### src/hdgc_pkg.sv
package hdgc_pkg;
  // loop states
  typedef enum logic [1:0] {HDGC_FREE, HDGC_LOCK, HDGC_HOLD} hdgc_state_t;
  // holdover frequency source
  localparam logic [1:0] HOLD_SRC_CENTER = 2'h0;
  localparam logic [1:0] HOLD_SRC_INSTANT = 2'h1;
  localparam logic [1:0] HOLD_SRC_AVERAGE = 2'h2;
  // fractional divider sources
  localparam logic [1:0] FRAC_SRC_PLL = 2'h0;
  localparam logic [1:0] FRAC_SRC_REF_A = 2'h1;
  localparam logic [1:0] FRAC_SRC_REF_B = 2'h2;
  localparam logic [1:0] FRAC_SRC_XTAL = 2'h3;
  // bandwidth codes, 0 = 0.2Hz .. 14 = 6.4kHz; 15 is the fixed synth bandwidth
  localparam logic [3:0] BW_MAX_CODE = 4'hE;
  localparam logic [3:0] BW_SYNTH_CODE = 4'hF;
  localparam logic [31:0] BW_SYNTH_HZ = 32'h00030D40; // 200kHz
  // divider limits
  localparam logic [7:0] INT_DIV_MAX = 8'hA0;
  localparam logic [7:0] INT_DIV_DEFAULT = 8'h04;
  localparam logic [17:0] FRAC_N_MIN = 18'h00004;
  localparam logic [17:0] FRAC_N_INT_MIN = 18'h00003;
  localparam logic [17:0] FRAC_N_DEFAULT = 18'h00004;
  localparam int FRAC_W = 28;
  localparam int FREQ_W = 32;
  // loss-of-signal periods before holdover in gapped mode
  localparam logic [1:0] GAP_LOS_PERIODS = 2'h2;
  // timing
  localparam int CLK_MHZ = 100;
  localparam int HIST_DELAY_MS = 100;
  localparam int HIST_DELAY_CYC = HIST_DELAY_MS * 1000 * CLK_MHZ;
  localparam int IIR_PERIOD_MIN = 20;
  localparam int IIR_SHIFT = 16;
  localparam logic [3:0] GPIO_NUM = 4'h4;
  // gpio modes
  localparam logic [1:0] GP_IN_FIXED = 2'h0;
  localparam logic [1:0] GP_IN_GEN = 2'h1;
  localparam logic [1:0] GP_OUT_FIXED = 2'h2;
  localparam logic [1:0] GP_OUT_GEN = 2'h3;
endpackage

### src/hdgc_ctrl.sv
`timescale 1ns/100ps
module hdgc_ctrl #(
  parameter int HIST_CYC = hdgc_pkg::HIST_DELAY_CYC
) (
  input wire logic sys_clk,
  input wire logic rst_n,
  input wire logic pll_clk_en,
  input wire logic ref_a_edge,
  input wire logic ref_b_edge,
  input wire logic xtal_edge,
  input wire logic ref_a_valid,
  input wire logic ref_b_valid,
  input wire logic ref_a_sel,
  input wire logic ref_a_soft_alarm,
  input wire logic ref_b_soft_alarm,
  input wire logic gapped_mode,
  input wire logic pll_locked,
  input wire logic synth_only_sel,
  input wire logic force_free_run,
  input wire logic [1:0] hold_src_sel,
  input wire logic [hdgc_pkg::FREQ_W-1:0] loop_freq,
  input wire logic [hdgc_pkg::FREQ_W-1:0] band_center,
  input wire logic hold_alarm_clr,
  input wire logic acq_bw_en,
  input wire logic [3:0] acq_bw_code,
  input wire logic [3:0] lock_bw_code,
  input wire logic [7:0] int_div_a,
  input wire logic [7:0] int_div_b,
  input wire logic [7:0] int_div_c,
  input wire logic [17:0] frac_n,
  input wire logic [27:0] frac_f,
  input wire logic [1:0] frac_src_sel,
  input wire logic switch_phase_policy,
  input wire logic ext_loopback,
  input wire logic [1:0] phase_slope_rate,
  input wire logic [15:0] phase_target,
  input wire logic cmos_mode,
  input wire logic cmos_invert,
  input wire logic [3:0] out_enable,
  input wire logic [3:0] out_pwr_dn,
  input wire logic [1:0] in_pwr_dn,
  input wire logic loop_pwr_dn,
  input wire logic cfg_loaded,
  input wire logic [7:0] gpio_mode,
  input wire logic [3:0] gpio_wr_val,
  input wire logic [3:0] gpio_pin_in,
  input wire logic loss_of_lock_alarm,
  output logic [3:0] gpio_pin_out,
  output logic [3:0] gpio_pin_oe_n,
  output logic [3:0] gpio_rd_val,
  output hdgc_pkg::hdgc_state_t loop_state,
  output logic loop_adjust,
  output logic [hdgc_pkg::FREQ_W-1:0] hold_freq,
  output logic hold_alarm,
  output logic irq_out_n,
  output logic [3:0] loop_bw_code,
  output logic int_output_a,
  output logic int_output_b,
  output logic int_output_c,
  output logic frac_output,
  output logic complement_pin,
  output logic [15:0] out_phase,
  output logic [1:0] input_lost_alarm,
  output logic [1:0] in_mon_en,
  output logic loop_en
);
  import hdgc_pkg::*;

  // synchronised reset release
  logic rst_s1_ff, rst_s2_ff;
  always_ff @(posedge sys_clk or negedge rst_n) begin
    if (!rst_n) begin
      rst_s1_ff <= 1'b0;
      rst_s2_ff <= 1'b0;
    end else begin
      rst_s1_ff <= 1'b1;
      rst_s2_ff <= rst_s1_ff;
    end
  end
  wire rstn = rst_s2_ff;

  // loss detection: holdover only once neither input is valid, selected or powered one
  wire sel_valid = ref_a_sel ? ref_a_valid : ref_b_valid;
  wire sel_soft = ref_a_sel ? ref_a_soft_alarm : ref_b_soft_alarm;
  wire any_valid = (ref_a_valid & ~in_pwr_dn[0]) | (ref_b_valid & ~in_pwr_dn[1]);
  wire synth_run = synth_only_sel & force_free_run;
  // a lost flag means two expired monitor periods, so gapped gaps stay tracked
  wire go_hold = ~any_valid & ~sel_valid;

  hdgc_state_t state_ff, nxt_state;
  always_comb begin
    nxt_state = state_ff;
    case (state_ff)
      HDGC_FREE: if (!synth_run && any_valid) nxt_state = HDGC_LOCK;
      HDGC_LOCK: begin
        if (synth_run) nxt_state = HDGC_FREE;
        else if (go_hold) nxt_state = HDGC_HOLD;
      end
      HDGC_HOLD: begin
        if (synth_run) nxt_state = HDGC_FREE;
        else if (any_valid) nxt_state = HDGC_LOCK;
      end
      default: nxt_state = HDGC_FREE;
    endcase
  end
  wire hold_entry = (state_ff != HDGC_HOLD) && (nxt_state == HDGC_HOLD);
  wire state_change = state_ff != nxt_state;

  // frequency history: sampled every HIST_CYC, two slots give a 100ms-old value
  logic [31:0] hist_cnt_ff;
  logic [FREQ_W-1:0] hist_new_ff, hist_old_ff, iir_ff;
  wire hist_tick = hist_cnt_ff == HIST_CYC[31:0] - 32'h1;
  wire [FREQ_W-1:0] iir_step = FREQ_W'(($signed({1'b0, loop_freq}) -
    $signed({1'b0, iir_ff})) >>> IIR_SHIFT);
  always_ff @(posedge sys_clk or negedge rstn) begin
    if (!rstn) begin
      hist_cnt_ff <= 32'h0;
      hist_new_ff <= 32'h0;
      hist_old_ff <= 32'h0;
      iir_ff <= 32'h0;
    end else if (state_ff == HDGC_LOCK && !sel_soft) begin
      hist_cnt_ff <= hist_tick ? 32'h0 : hist_cnt_ff + 32'h1;
      if (hist_tick) begin
        hist_new_ff <= loop_freq;
        hist_old_ff <= hist_new_ff;
        iir_ff <= iir_ff + iir_step;
      end
    end
  end

  // holdover target by source
  wire [FREQ_W-1:0] hold_target = (hold_src_sel == HOLD_SRC_CENTER) ? band_center :
    (hold_src_sel == HOLD_SRC_INSTANT) ? hist_old_ff : iir_ff;
  wire [FREQ_W-1:0] ramp_step = FREQ_W'(32'h1 << (2 * phase_slope_rate));

  // holdover frequency: latch the target, or latch latest then ramp in average mode
  logic [FREQ_W-1:0] hold_freq_ff, nxt_hold_freq;
  always_comb begin
    nxt_hold_freq = hold_freq_ff;
    if (hold_entry) begin
      nxt_hold_freq = (hold_src_sel == HOLD_SRC_AVERAGE) ? loop_freq : hold_target;
    end else if (state_ff == HDGC_HOLD && hold_src_sel == HOLD_SRC_AVERAGE) begin
      if (hold_freq_ff + ramp_step < hold_target) nxt_hold_freq = hold_freq_ff + ramp_step;
      else if (hold_freq_ff > hold_target + ramp_step) nxt_hold_freq = hold_freq_ff - ramp_step;
      else nxt_hold_freq = hold_target;
    end
  end

  // sticky holdover alarm; entry wins over clear
  logic hold_alarm_ff;
  always_ff @(posedge sys_clk or negedge rstn) begin
    if (!rstn) begin
      state_ff <= HDGC_FREE;
      hold_freq_ff <= 32'h0;
      hold_alarm_ff <= 1'b0;
    end else begin
      state_ff <= nxt_state;
      hold_freq_ff <= nxt_hold_freq;
      hold_alarm_ff <= hold_entry | (hold_alarm_ff & ~hold_alarm_clr);
    end
  end

  // bandwidth selection
  wire [3:0] acq_c = (acq_bw_code > BW_MAX_CODE) ? BW_MAX_CODE : acq_bw_code;
  wire [3:0] lock_c = (lock_bw_code > BW_MAX_CODE) ? BW_MAX_CODE : lock_bw_code;
  wire [3:0] nxt_bw = synth_only_sel ? BW_SYNTH_CODE :
    (acq_bw_en && !pll_locked) ? acq_c : lock_c;

  // phase handling on switch events
  logic [15:0] phase_ff, phase_goal_ff;
  logic sel_d_ff;
  wire hitless = ~switch_phase_policy & ~ext_loopback;
  wire [15:0] slew = 16'h1 << phase_slope_rate;
  // reference swap seen against last cycle's selection
  wire phase_evt = state_change | (ref_a_sel != sel_d_ff);
  always_ff @(posedge sys_clk or negedge rstn) begin
    if (!rstn) begin
      phase_ff <= 16'h0;
      phase_goal_ff <= 16'h0;
      sel_d_ff <= 1'b0;
    end else begin
      sel_d_ff <= ref_a_sel;
      phase_goal_ff <= (phase_evt && hitless) ? phase_ff : phase_target;
      if (!hitless) begin
        if (phase_ff + slew < phase_goal_ff) phase_ff <= phase_ff + slew;
        else if (phase_ff > phase_goal_ff + slew) phase_ff <= phase_ff - slew;
        else phase_ff <= phase_goal_ff;
      end
    end
  end

  // integer dividers, one per output
  logic [2:0] int_q_ff;
  wire [7:0] div_cfg [3];
  assign div_cfg[0] = int_div_a;
  assign div_cfg[1] = int_div_b;
  assign div_cfg[2] = int_div_c;
  genvar gi;
  generate
    for (gi = 0; gi < 3; gi++) begin : g_int
      logic [7:0] cnt_ff;
      wire [7:0] d = div_cfg[gi];
      wire ok = (d == 8'h03) || (d == 8'h05) || (!d[0] && d >= 8'h04 && d <= INT_DIV_MAX);
      wire [7:0] dv = ok ? d : INT_DIV_DEFAULT;
      wire wrap = cnt_ff >= dv - 8'h1;
      always_ff @(posedge sys_clk or negedge rstn) begin
        if (!rstn) begin
          cnt_ff <= 8'h0;
          int_q_ff[gi] <= 1'b0;
        end else if (out_pwr_dn[gi]) begin
          cnt_ff <= 8'h0;
          int_q_ff[gi] <= 1'b0;
        end else if (pll_clk_en) begin
          cnt_ff <= wrap ? 8'h0 : cnt_ff + 8'h1;
          int_q_ff[gi] <= cnt_ff < (dv >> 1);
        end
      end
    end
  endgenerate

  // fractional divider: period 2*N.F half-periods of N, accumulator adds one
  wire frac_in = (frac_src_sel == FRAC_SRC_PLL) ? pll_clk_en :
    (frac_src_sel == FRAC_SRC_REF_A) ? ref_a_edge :
    (frac_src_sel == FRAC_SRC_REF_B) ? ref_b_edge : xtal_edge;
  wire n_ok = (frac_n >= FRAC_N_MIN) || (frac_n == FRAC_N_INT_MIN && frac_f == 28'h0);
  wire [17:0] n_use = n_ok ? frac_n : FRAC_N_DEFAULT;
  logic [17:0] fcnt_ff;
  logic [FRAC_W-1:0] acc_ff;
  logic extra_ff, fq_ff;
  wire [FRAC_W:0] acc_sum = {1'b0, acc_ff} + {1'b0, frac_f};
  wire [17:0] half_len = extra_ff ? n_use : n_use - 18'h1;
  wire half_end = fcnt_ff >= half_len;
  always_ff @(posedge sys_clk or negedge rstn) begin
    if (!rstn) begin
      fcnt_ff <= 18'h0;
      acc_ff <= 28'h0;
      extra_ff <= 1'b0;
      fq_ff <= 1'b0;
    end else if (out_pwr_dn[3]) begin
      fcnt_ff <= 18'h0;
      fq_ff <= 1'b0;
    end else if (frac_in) begin
      fcnt_ff <= half_end ? 18'h0 : fcnt_ff + 18'h1;
      if (half_end) begin
        fq_ff <= ~fq_ff;
        if (fq_ff) begin
          acc_ff <= acc_sum[FRAC_W-1:0];
          extra_ff <= acc_sum[FRAC_W];
        end
      end
    end
  end

  // gpio decode; fixed functions mirror status each cycle
  wire [3:0] fixed_st = {loss_of_lock_alarm, ~ref_a_valid, ~ref_b_valid, hold_alarm_ff};
  logic [3:0] gp_out_ff, gp_oe_n_ff, gp_rd_ff;
  generate
    for (gi = 0; gi < 4; gi++) begin : g_gp
      wire [1:0] m = cfg_loaded ? gpio_mode[2*gi +: 2] : GP_IN_FIXED;
      wire is_out = m[1];
      always_ff @(posedge sys_clk or negedge rstn) begin
        if (!rstn) begin
          gp_out_ff[gi] <= 1'b0;
          gp_oe_n_ff[gi] <= 1'b1;
          gp_rd_ff[gi] <= 1'b0;
        end else begin
          gp_oe_n_ff[gi] <= ~is_out;
          gp_out_ff[gi] <= (m == GP_OUT_FIXED) ? fixed_st[gi] : gpio_wr_val[gi];
          gp_rd_ff[gi] <= gpio_pin_in[gi];
        end
      end
    end
  endgenerate
  // pin 3 has no fixed input function; its enable-map use is elsewhere

  // outputs and power
  logic [3:0] bw_ff;
  logic [2:0] iq_ff;
  logic fo_ff, fc_ff, irq_n_ff;
  logic [1:0] los_ff, mon_ff;
  logic loop_en_ff, adj_ff;
  wire frac_on = out_enable[3] & ~out_pwr_dn[3];
  always_ff @(posedge sys_clk or negedge rstn) begin
    if (!rstn) begin
      bw_ff <= 4'h0;
      iq_ff <= 3'h0;
      fo_ff <= 1'b0;
      fc_ff <= 1'b0;
      irq_n_ff <= 1'b1;
      los_ff <= 2'h0;
      mon_ff <= 2'h0;
      loop_en_ff <= 1'b0;
      adj_ff <= 1'b0;
    end else begin
      bw_ff <= nxt_bw;
      iq_ff <= int_q_ff & out_enable[2:0] & ~out_pwr_dn[2:0];
      fo_ff <= frac_on & fq_ff;
      // shared enable; cmos pair in-phase or inverted, else differential
      fc_ff <= frac_on & (cmos_mode ? (fq_ff ^ cmos_invert) : ~fq_ff);
      irq_n_ff <= ~hold_alarm_ff;
      los_ff <= {~ref_b_valid, ~ref_a_valid};
      mon_ff <= ~in_pwr_dn;
      loop_en_ff <= ~(loop_pwr_dn & synth_only_sel);
      adj_ff <= (state_ff == HDGC_LOCK) & ~sel_soft;
    end
  end

  assign gpio_pin_out = gp_out_ff;
  assign gpio_pin_oe_n = gp_oe_n_ff;
  assign gpio_rd_val = gp_rd_ff;
  assign loop_state = state_ff;
  assign loop_adjust = adj_ff;
  assign hold_freq = hold_freq_ff;
  assign hold_alarm = hold_alarm_ff;
  assign irq_out_n = irq_n_ff;
  assign loop_bw_code = bw_ff;
  assign int_output_a = iq_ff[0];
  assign int_output_b = iq_ff[1];
  assign int_output_c = iq_ff[2];
  assign frac_output = fo_ff;
  assign complement_pin = fc_ff;
  assign out_phase = phase_ff;
  assign input_lost_alarm = los_ff;
  assign in_mon_en = mon_ff;
  assign loop_en = loop_en_ff;

  // checks
  property p_hold_entry;
    @(posedge sys_clk) disable iff (!rstn)
      (state_ff == HDGC_LOCK && go_hold && !synth_run) |=> state_ff == HDGC_HOLD;
  endproperty
  a_hold_entry: assert property (p_hold_entry) else $error("no holdover");
  property p_alarm;
    @(posedge sys_clk) disable iff (!rstn) hold_entry |=> hold_alarm_ff ##1 !irq_n_ff;
  endproperty
  a_alarm: assert property (p_alarm) else $error("alarm missing");
  property p_synth_bw;
    @(posedge sys_clk) disable iff (!rstn) synth_only_sel |=> bw_ff == BW_SYNTH_CODE;
  endproperty
  a_synth_bw: assert property (p_synth_bw) else $error("synth bw");
  property p_acq_bw;
    @(posedge sys_clk) disable iff (!rstn)
      (!synth_only_sel && acq_bw_en && !pll_locked && acq_bw_code <= BW_MAX_CODE)
      |=> bw_ff == $past(acq_bw_code);
  endproperty
  a_acq_bw: assert property (p_acq_bw) else $error("acq bw");
  property p_hitless;
    @(posedge sys_clk) disable iff (!rstn) hitless |=> $stable(phase_ff);
  endproperty
  a_hitless: assert property (p_hitless) else $error("phase moved");
  property p_synth_free;
    @(posedge sys_clk) disable iff (!rstn) synth_run |=> state_ff == HDGC_FREE;
  endproperty
  a_synth_free: assert property (p_synth_free) else $error("not free-run");
  property p_gp_default;
    @(posedge sys_clk) disable iff (!rstn) !cfg_loaded |=> gp_oe_n_ff == 4'hF;
  endproperty
  a_gp_default: assert property (p_gp_default) else $error("gpio not input");
  property p_pin3_lol;
    @(posedge sys_clk) disable iff (!rstn)
      (cfg_loaded && gpio_mode[7:6] == GP_OUT_FIXED) |=> gp_out_ff[3] == $past(loss_of_lock_alarm);
  endproperty
  a_pin3_lol: assert property (p_pin3_lol) else $error("pin3 lol");
  c_hold: cover property (@(posedge sys_clk) disable iff (!rstn) hold_entry);
  c_relock: cover property (@(posedge sys_clk) disable iff (!rstn)
    state_ff == HDGC_HOLD ##1 state_ff == HDGC_LOCK);
  c_frac_ovf: cover property (@(posedge sys_clk) disable iff (!rstn) extra_ff);
endmodule

### config.mk
export PLATFORM = sky130hd
export DESIGN_NAME = hdgc_ctrl
export DESIGN_NICKNAME = d
export VERILOG_FILES = /design/src/hdgc_pkg.sv /design/src/hdgc_ctrl.sv
export SDC_FILE = /design/constraint.sdc
export NUM_CORES = 1
export LEC_CHECK = 0
export BUFFER_PORTS_ARGS = -buffer_cell sky130_fd_sc_hd__buf_2
export CAP_MARGIN = 40
export CORE_MARGIN = 2
export CORE_UTILIZATION = 56
export CTS_BUF_LIST = sky130_fd_sc_hd__clkbuf_4 sky130_fd_sc_hd__clkbuf_8
export DETAILED_ROUTE_END_ITERATION = 6
export GPL_TIMING_DRIVEN = 1
export HOLD_SLACK_MARGIN = 0.15
export PLACE_DENSITY = 0.79
export SYNTH_ARGS = -nofsm -noshare
export SYNTH_HDL_FRONTEND = slang
export SYNTH_SLANG_ARGS = --single-unit
### constraint.sdc
create_clock -name sys_clk -period 8.3 [get_ports sys_clk]
set_input_delay 1.66 -clock sys_clk [delete_from_list [all_inputs] [get_ports sys_clk]]
set_output_delay 1.66 -clock sys_clk [all_outputs]
set_load 0.01 [all_outputs]
==> results.txt <==
For this run, the leading register cell type out of synthesis is sky130_fd_sc_hd__dfrtp_1. The total wirelength of the detailed-routed design is ~72 mm. The placer congestion estimate came out at about 0.97. In the layout the commonest cells are 465 x sky130_fd_sc_hd__nand2_1, 295 x sky130_fd_sc_hd__dfrtp_1, 292 x sky130_fd_sc_hd__buf_2. The delay contributed by the slowest stage of the critical path is between 0.4 and 0.5 ns. Clock skew on the completed layout was measured at about 0.049 ns. The die covers ~0.047 mm².

The count of routing violations after the opening detailed-route iteration came out at around 1900. Setup violations remaining at the end of the flow were counted as 0. The area inside the core boundary is about 0.044 mm². The clock latency on the worst-skew pair is slightly below 0.7 ns.

For this run the aggregate overflow at the end of global routing stands at 0. The fmax came out at 145 MHz. The worst-case vdd ir drop came out at around 0.25 mV. The layout cell share with drive strength beyond 1 came out at 14.5%.

The via count of the first global-routing pass came to 23000. The total via count in the routed design came out at around 24000. The worst-case register-to-register setup slack came out at about 2.1 ns. The count of nets after finishing is about 3800. The post-synthesis average cell area came out at around 8 µm². The number of cells after detailed placement is around 3900. Sequential elements use between 20% and 30% of the synthesized area. The post-detailed-route wirelength per cell came out at 18.2 µm. For this design, the sink count on the clock tree is around 300. The height of the die came out at around 220 µm. Measured in cells, the most critical reg-to-reg path has a length of 22.

The first-pass iteration count of the detailed router is 6. Buffers placed on the I/O ports in this run total ~290. The number of enable flip-flop cells after synthesis is 0. The standby leakage power came out at 13.9 nW. The global-route usage over all layers came out at between 30% and 40%. The layout has 3726 filler cells. The clock edge transition at the registers on the reported setup and hold paths came out at approximately 0.070 ns. The estimated wirelength of the detail-placed design is approximately 55 mm. For this configuration, the core starts out at a cell density of ~57%. The remaining number of nets flagged by the antenna check after routing came out at 0. The worst setup path is captured at a flop. Hold repair after CTS inserted 0 buffers.

When the netlist entered floorplanning its net count stood at roughly 3600. After detailed placement, the total cell area comes to 0.0273 mm². During I/O placement, the number of pins put on the boundary was 293.

The number of maximum-capacitance constraint violations came out at 0. The clock period minus final worst setup slack came out at just under 7 ns. The number of standard-cell rows in the floorplan is just under 80.

The final instance count without filler cells is between 3000 and 4000. The finished cells cover between 0.02 and 0.03 mm². The clock tree from TritonCTS is built. After synthesis the netlist holds a flip-flop and latch count of approximately 300. By instance count, the cell type seen most on the critical path is sky130_fd_sc_hd__ha_1. In this run the worst hold path is classified as reg2reg. Setup repair after global routing left no endpoint under its margin. The post-detailed-route via-to-cell ratio is roughly 6.0. The accumulated negative setup slack is 0 ns. The required time of the critical path is approximately 8.9 ns. The post-synthesis cell count came out at a little over 3000. The slowest cell on the critical path is sky130_fd_sc_hd__buf_4. The number of H-tree branching levels is 2. The netlist area before placement is roughly 0.025 mm². Measured along the x axis, the die boundary spans roughly 220 µm. Entering global routing, the biggest net connects 180 pins. STA classifies the critical path startpoint as a primary input. The total power consumption of the routed design came out at just over 6 mW. The total number of yosys warnings is 0.

The relative area change from synthesis to final layout is 13.5%. The flow ran to the end, and the final reports show no timing, DRC or antenna violations. The critical path is of the in2reg type. The worst path uses between 80% and 90% of the clock period.

Counting distinct cell types in the post-synthesis netlist gives 78. The clock tree root driver cell is sky130_fd_sc_hd__clkbuf_8. The transition at the pin with the smallest max-transition slack came out at around 1.2 ns. The number of buffers on the longest clock path is 3. The count of final max-slew check failures is 0. The library cell used most frequently in the layout, excluding fill and tap cells, is sky130_fd_sc_hd__nand2_1. Measured against its own limit, the worst slew margin works out to around 23%. The post-detailed-route DRC marker count is 0. The depth of the worst hold-timing path is 0.

Power spread over the standard cell area amounts to roughly 210 mW/mm². The final number of hold-violating endpoints was 0. The number of antenna violations at the first check in global routing was 3. The critical-path maximum fanout is 33. The quantity of gates resized following cts is 0. The data arrival at the endpoint of the critical path is around 7.5 ns. The global-route wire length before repair is approximately 120 mm.

The post-CTS setup buffer count came out at 0. In the synthesized netlist the async set-or-reset flop fraction comes to 100%. In this run, CTS created clock tree buffers numbering 58.
## through the flow
| step | util (%) | hold slack [ns] | worst slack (ns) |
|---|---|---|---|
| floorplan | - | 0.331 | 0.993 |
| global placement | 61.4 | 0.341 | 0.724 |
| detailed placement | 61.6 | 0.347 | 0.826 |
| CTS | 64.6 | 0.359 | 1.54 |
| global route | 64.6 | 0.365 | 0.903 |
| finish | 64.6 | 0.357 | 1.41 |
## cell type report
type                            count  area (µm²)  area share, %
Clock inverter                     21         191          0.667
Clock buffer                       89        1160           4.03
Multi-Input combinational cell   2526       16900           58.8
Antenna cell                        4        10.0         0.0349
Sequential cell                   301        7540           26.3
Timing Repair Buffer              319        1740           6.06
Inverter                          120         450           1.57
Tap cell                          592         741           2.58
## where the power goes
| group | switching [mW] | leakage, nW | internal, mW |
|---|---|---|---|
| clock network | 0.714 | 0.714 | 0.984 |
| logic | 1.38 | 9.24 | 1.07 |
| registers | 0.346 | 3.97 | 1.60 |
## final timing paths
| path | from | endpoint |
|---|---|---|
| min in group asynchronous | rst_s2_ff$_DFF_PN0_ | acc_ff[11]$_DFFE_PN0P_ |
| max in group asynchronous | rst_s2_ff$_DFF_PN0_ | gpio_rd_val[1]$_DFF_PN0_ |
| max reg2reg | iir_ff[9]$_DFFE_PN0P_ | iir_ff[30]$_DFFE_PN0P_ |
| max | hold_src_sel[0] | hold_freq[7]$_DFFE_PN0P_ |
| min | rst_s1_ff$_DFF_PN0_ | rst_s2_ff$_DFF_PN0_ |
| min reg2reg | rst_s1_ff$_DFF_PN0_ | rst_s2_ff$_DFF_PN0_ |
## critical path, delay by kind of cell
kind / cells / cell delay, ns
AO/OA/AOI/OAI: 10 / 2.34
XOR/XNOR: 1 / 0.14
adder cells (fa/ha/maj): 3 / 0.75
buffers and inverters: 5 / 1.16
multiplexers: 1 / 0.17
AND/OR/NAND/NOR: 7 / 1.20
## Yosys cell counts, drive strengths merged (6+ instances only)
| cell | count | area share, % |
|---|---|---|
| a211oi | 38 | 1.2 |
| clkbuf | 96 | 1.4 |
| dfrtp | 296 | 29 |
| o211ai | 13 | 0.39 |
| a211o | 16 | 0.55 |
| and2 | 14 | 0.35 |
| o31ai | 19 | 0.56 |
| nor2 | 260 | 3.9 |
| nand2b | 33 | 0.85 |
| mux2 | 20 | 0.89 |
| or2 | 13 | 0.32 |
| a31oi | 35 | 0.87 |
| xnor2 | 158 | 5.5 |
| nand3 | 72 | 1.4 |
| inv | 120 | 1.8 |
| and3 | 27 | 0.67 |
| nand2 | 466 | 6.9 |
| a21boi | 6 | 0.18 |
| xor2 | 109 | 3.8 |
| or3 | 24 | 0.59 |
| o21ai | 211 | 4.2 |
| buf | 24 | 0.47 |
| mux2i | 65 | 2.6 |
| nand3b | 7 | 0.21 |
| ha | 280 | 14 |
| a221o | 8 | 0.32 |
| a221oi | 9 | 0.34 |
| and4 | 13 | 0.45 |
| o21a | 28 | 0.83 |
| nor3b | 16 | 0.47 |
| nor3 | 52 | 1.0 |
| nand4 | 42 | 1.0 |
| nor2b | 53 | 1.3 |
| a21o | 83 | 2.5 |
| nor4 | 36 | 0.92 |
| or4 | 17 | 0.55 |
| a2111oi | 11 | 0.41 |
| nor4b | 8 | 0.28 |
| o21bai | 8 | 0.24 |
| a21oi | 195 | 3.9 |
## sequential cells by signal, indices dropped and copies added (netlist names), 2 cells and up
signal,cells
acc_ff,28
fcnt_ff,18
g_int.cnt_ff,24
gpio_pin_oe_n,4
gpio_pin_out,4
gpio_rd_val,4
hist_cnt_ff,32
hist_new_ff,32
hist_old_ff,32
hold_freq,32
iir_ff,32
in_mon_en,2
input_lost_alarm,2
int_q_ff,3
iq_ff,3
loop_bw_code,4
loop_state,2
out_phase,16
phase_goal_ff,16
## layer usage
| metal | vias to the layer above | wire [µm] | GRT usage [%] |
|---|---|---|---|
| met5 | - | 0 | 0 |
| met4 | 0 | 2750 | 12.6 |
| met3 | 181 | 5410 | 4.59 |
| met2 | 819 | 32500 | 48.5 |
| met1 | 11300 | 31500 | 41.9 |
| li1 | 11400 | - | - |
## cell families after synthesis
family                     share of synthesized area, %
and+or+nand+nor                                    21.6
AOI/OAI and AO/OA                                  17.9
DFF                                                29.8
adders and majority gates                          14.2
xor gates and xnor gates                           9.25
buffers and inverters                              3.68
muxes                                              3.55
other                                            0.0148
Power figures use the tool's default switching activity.
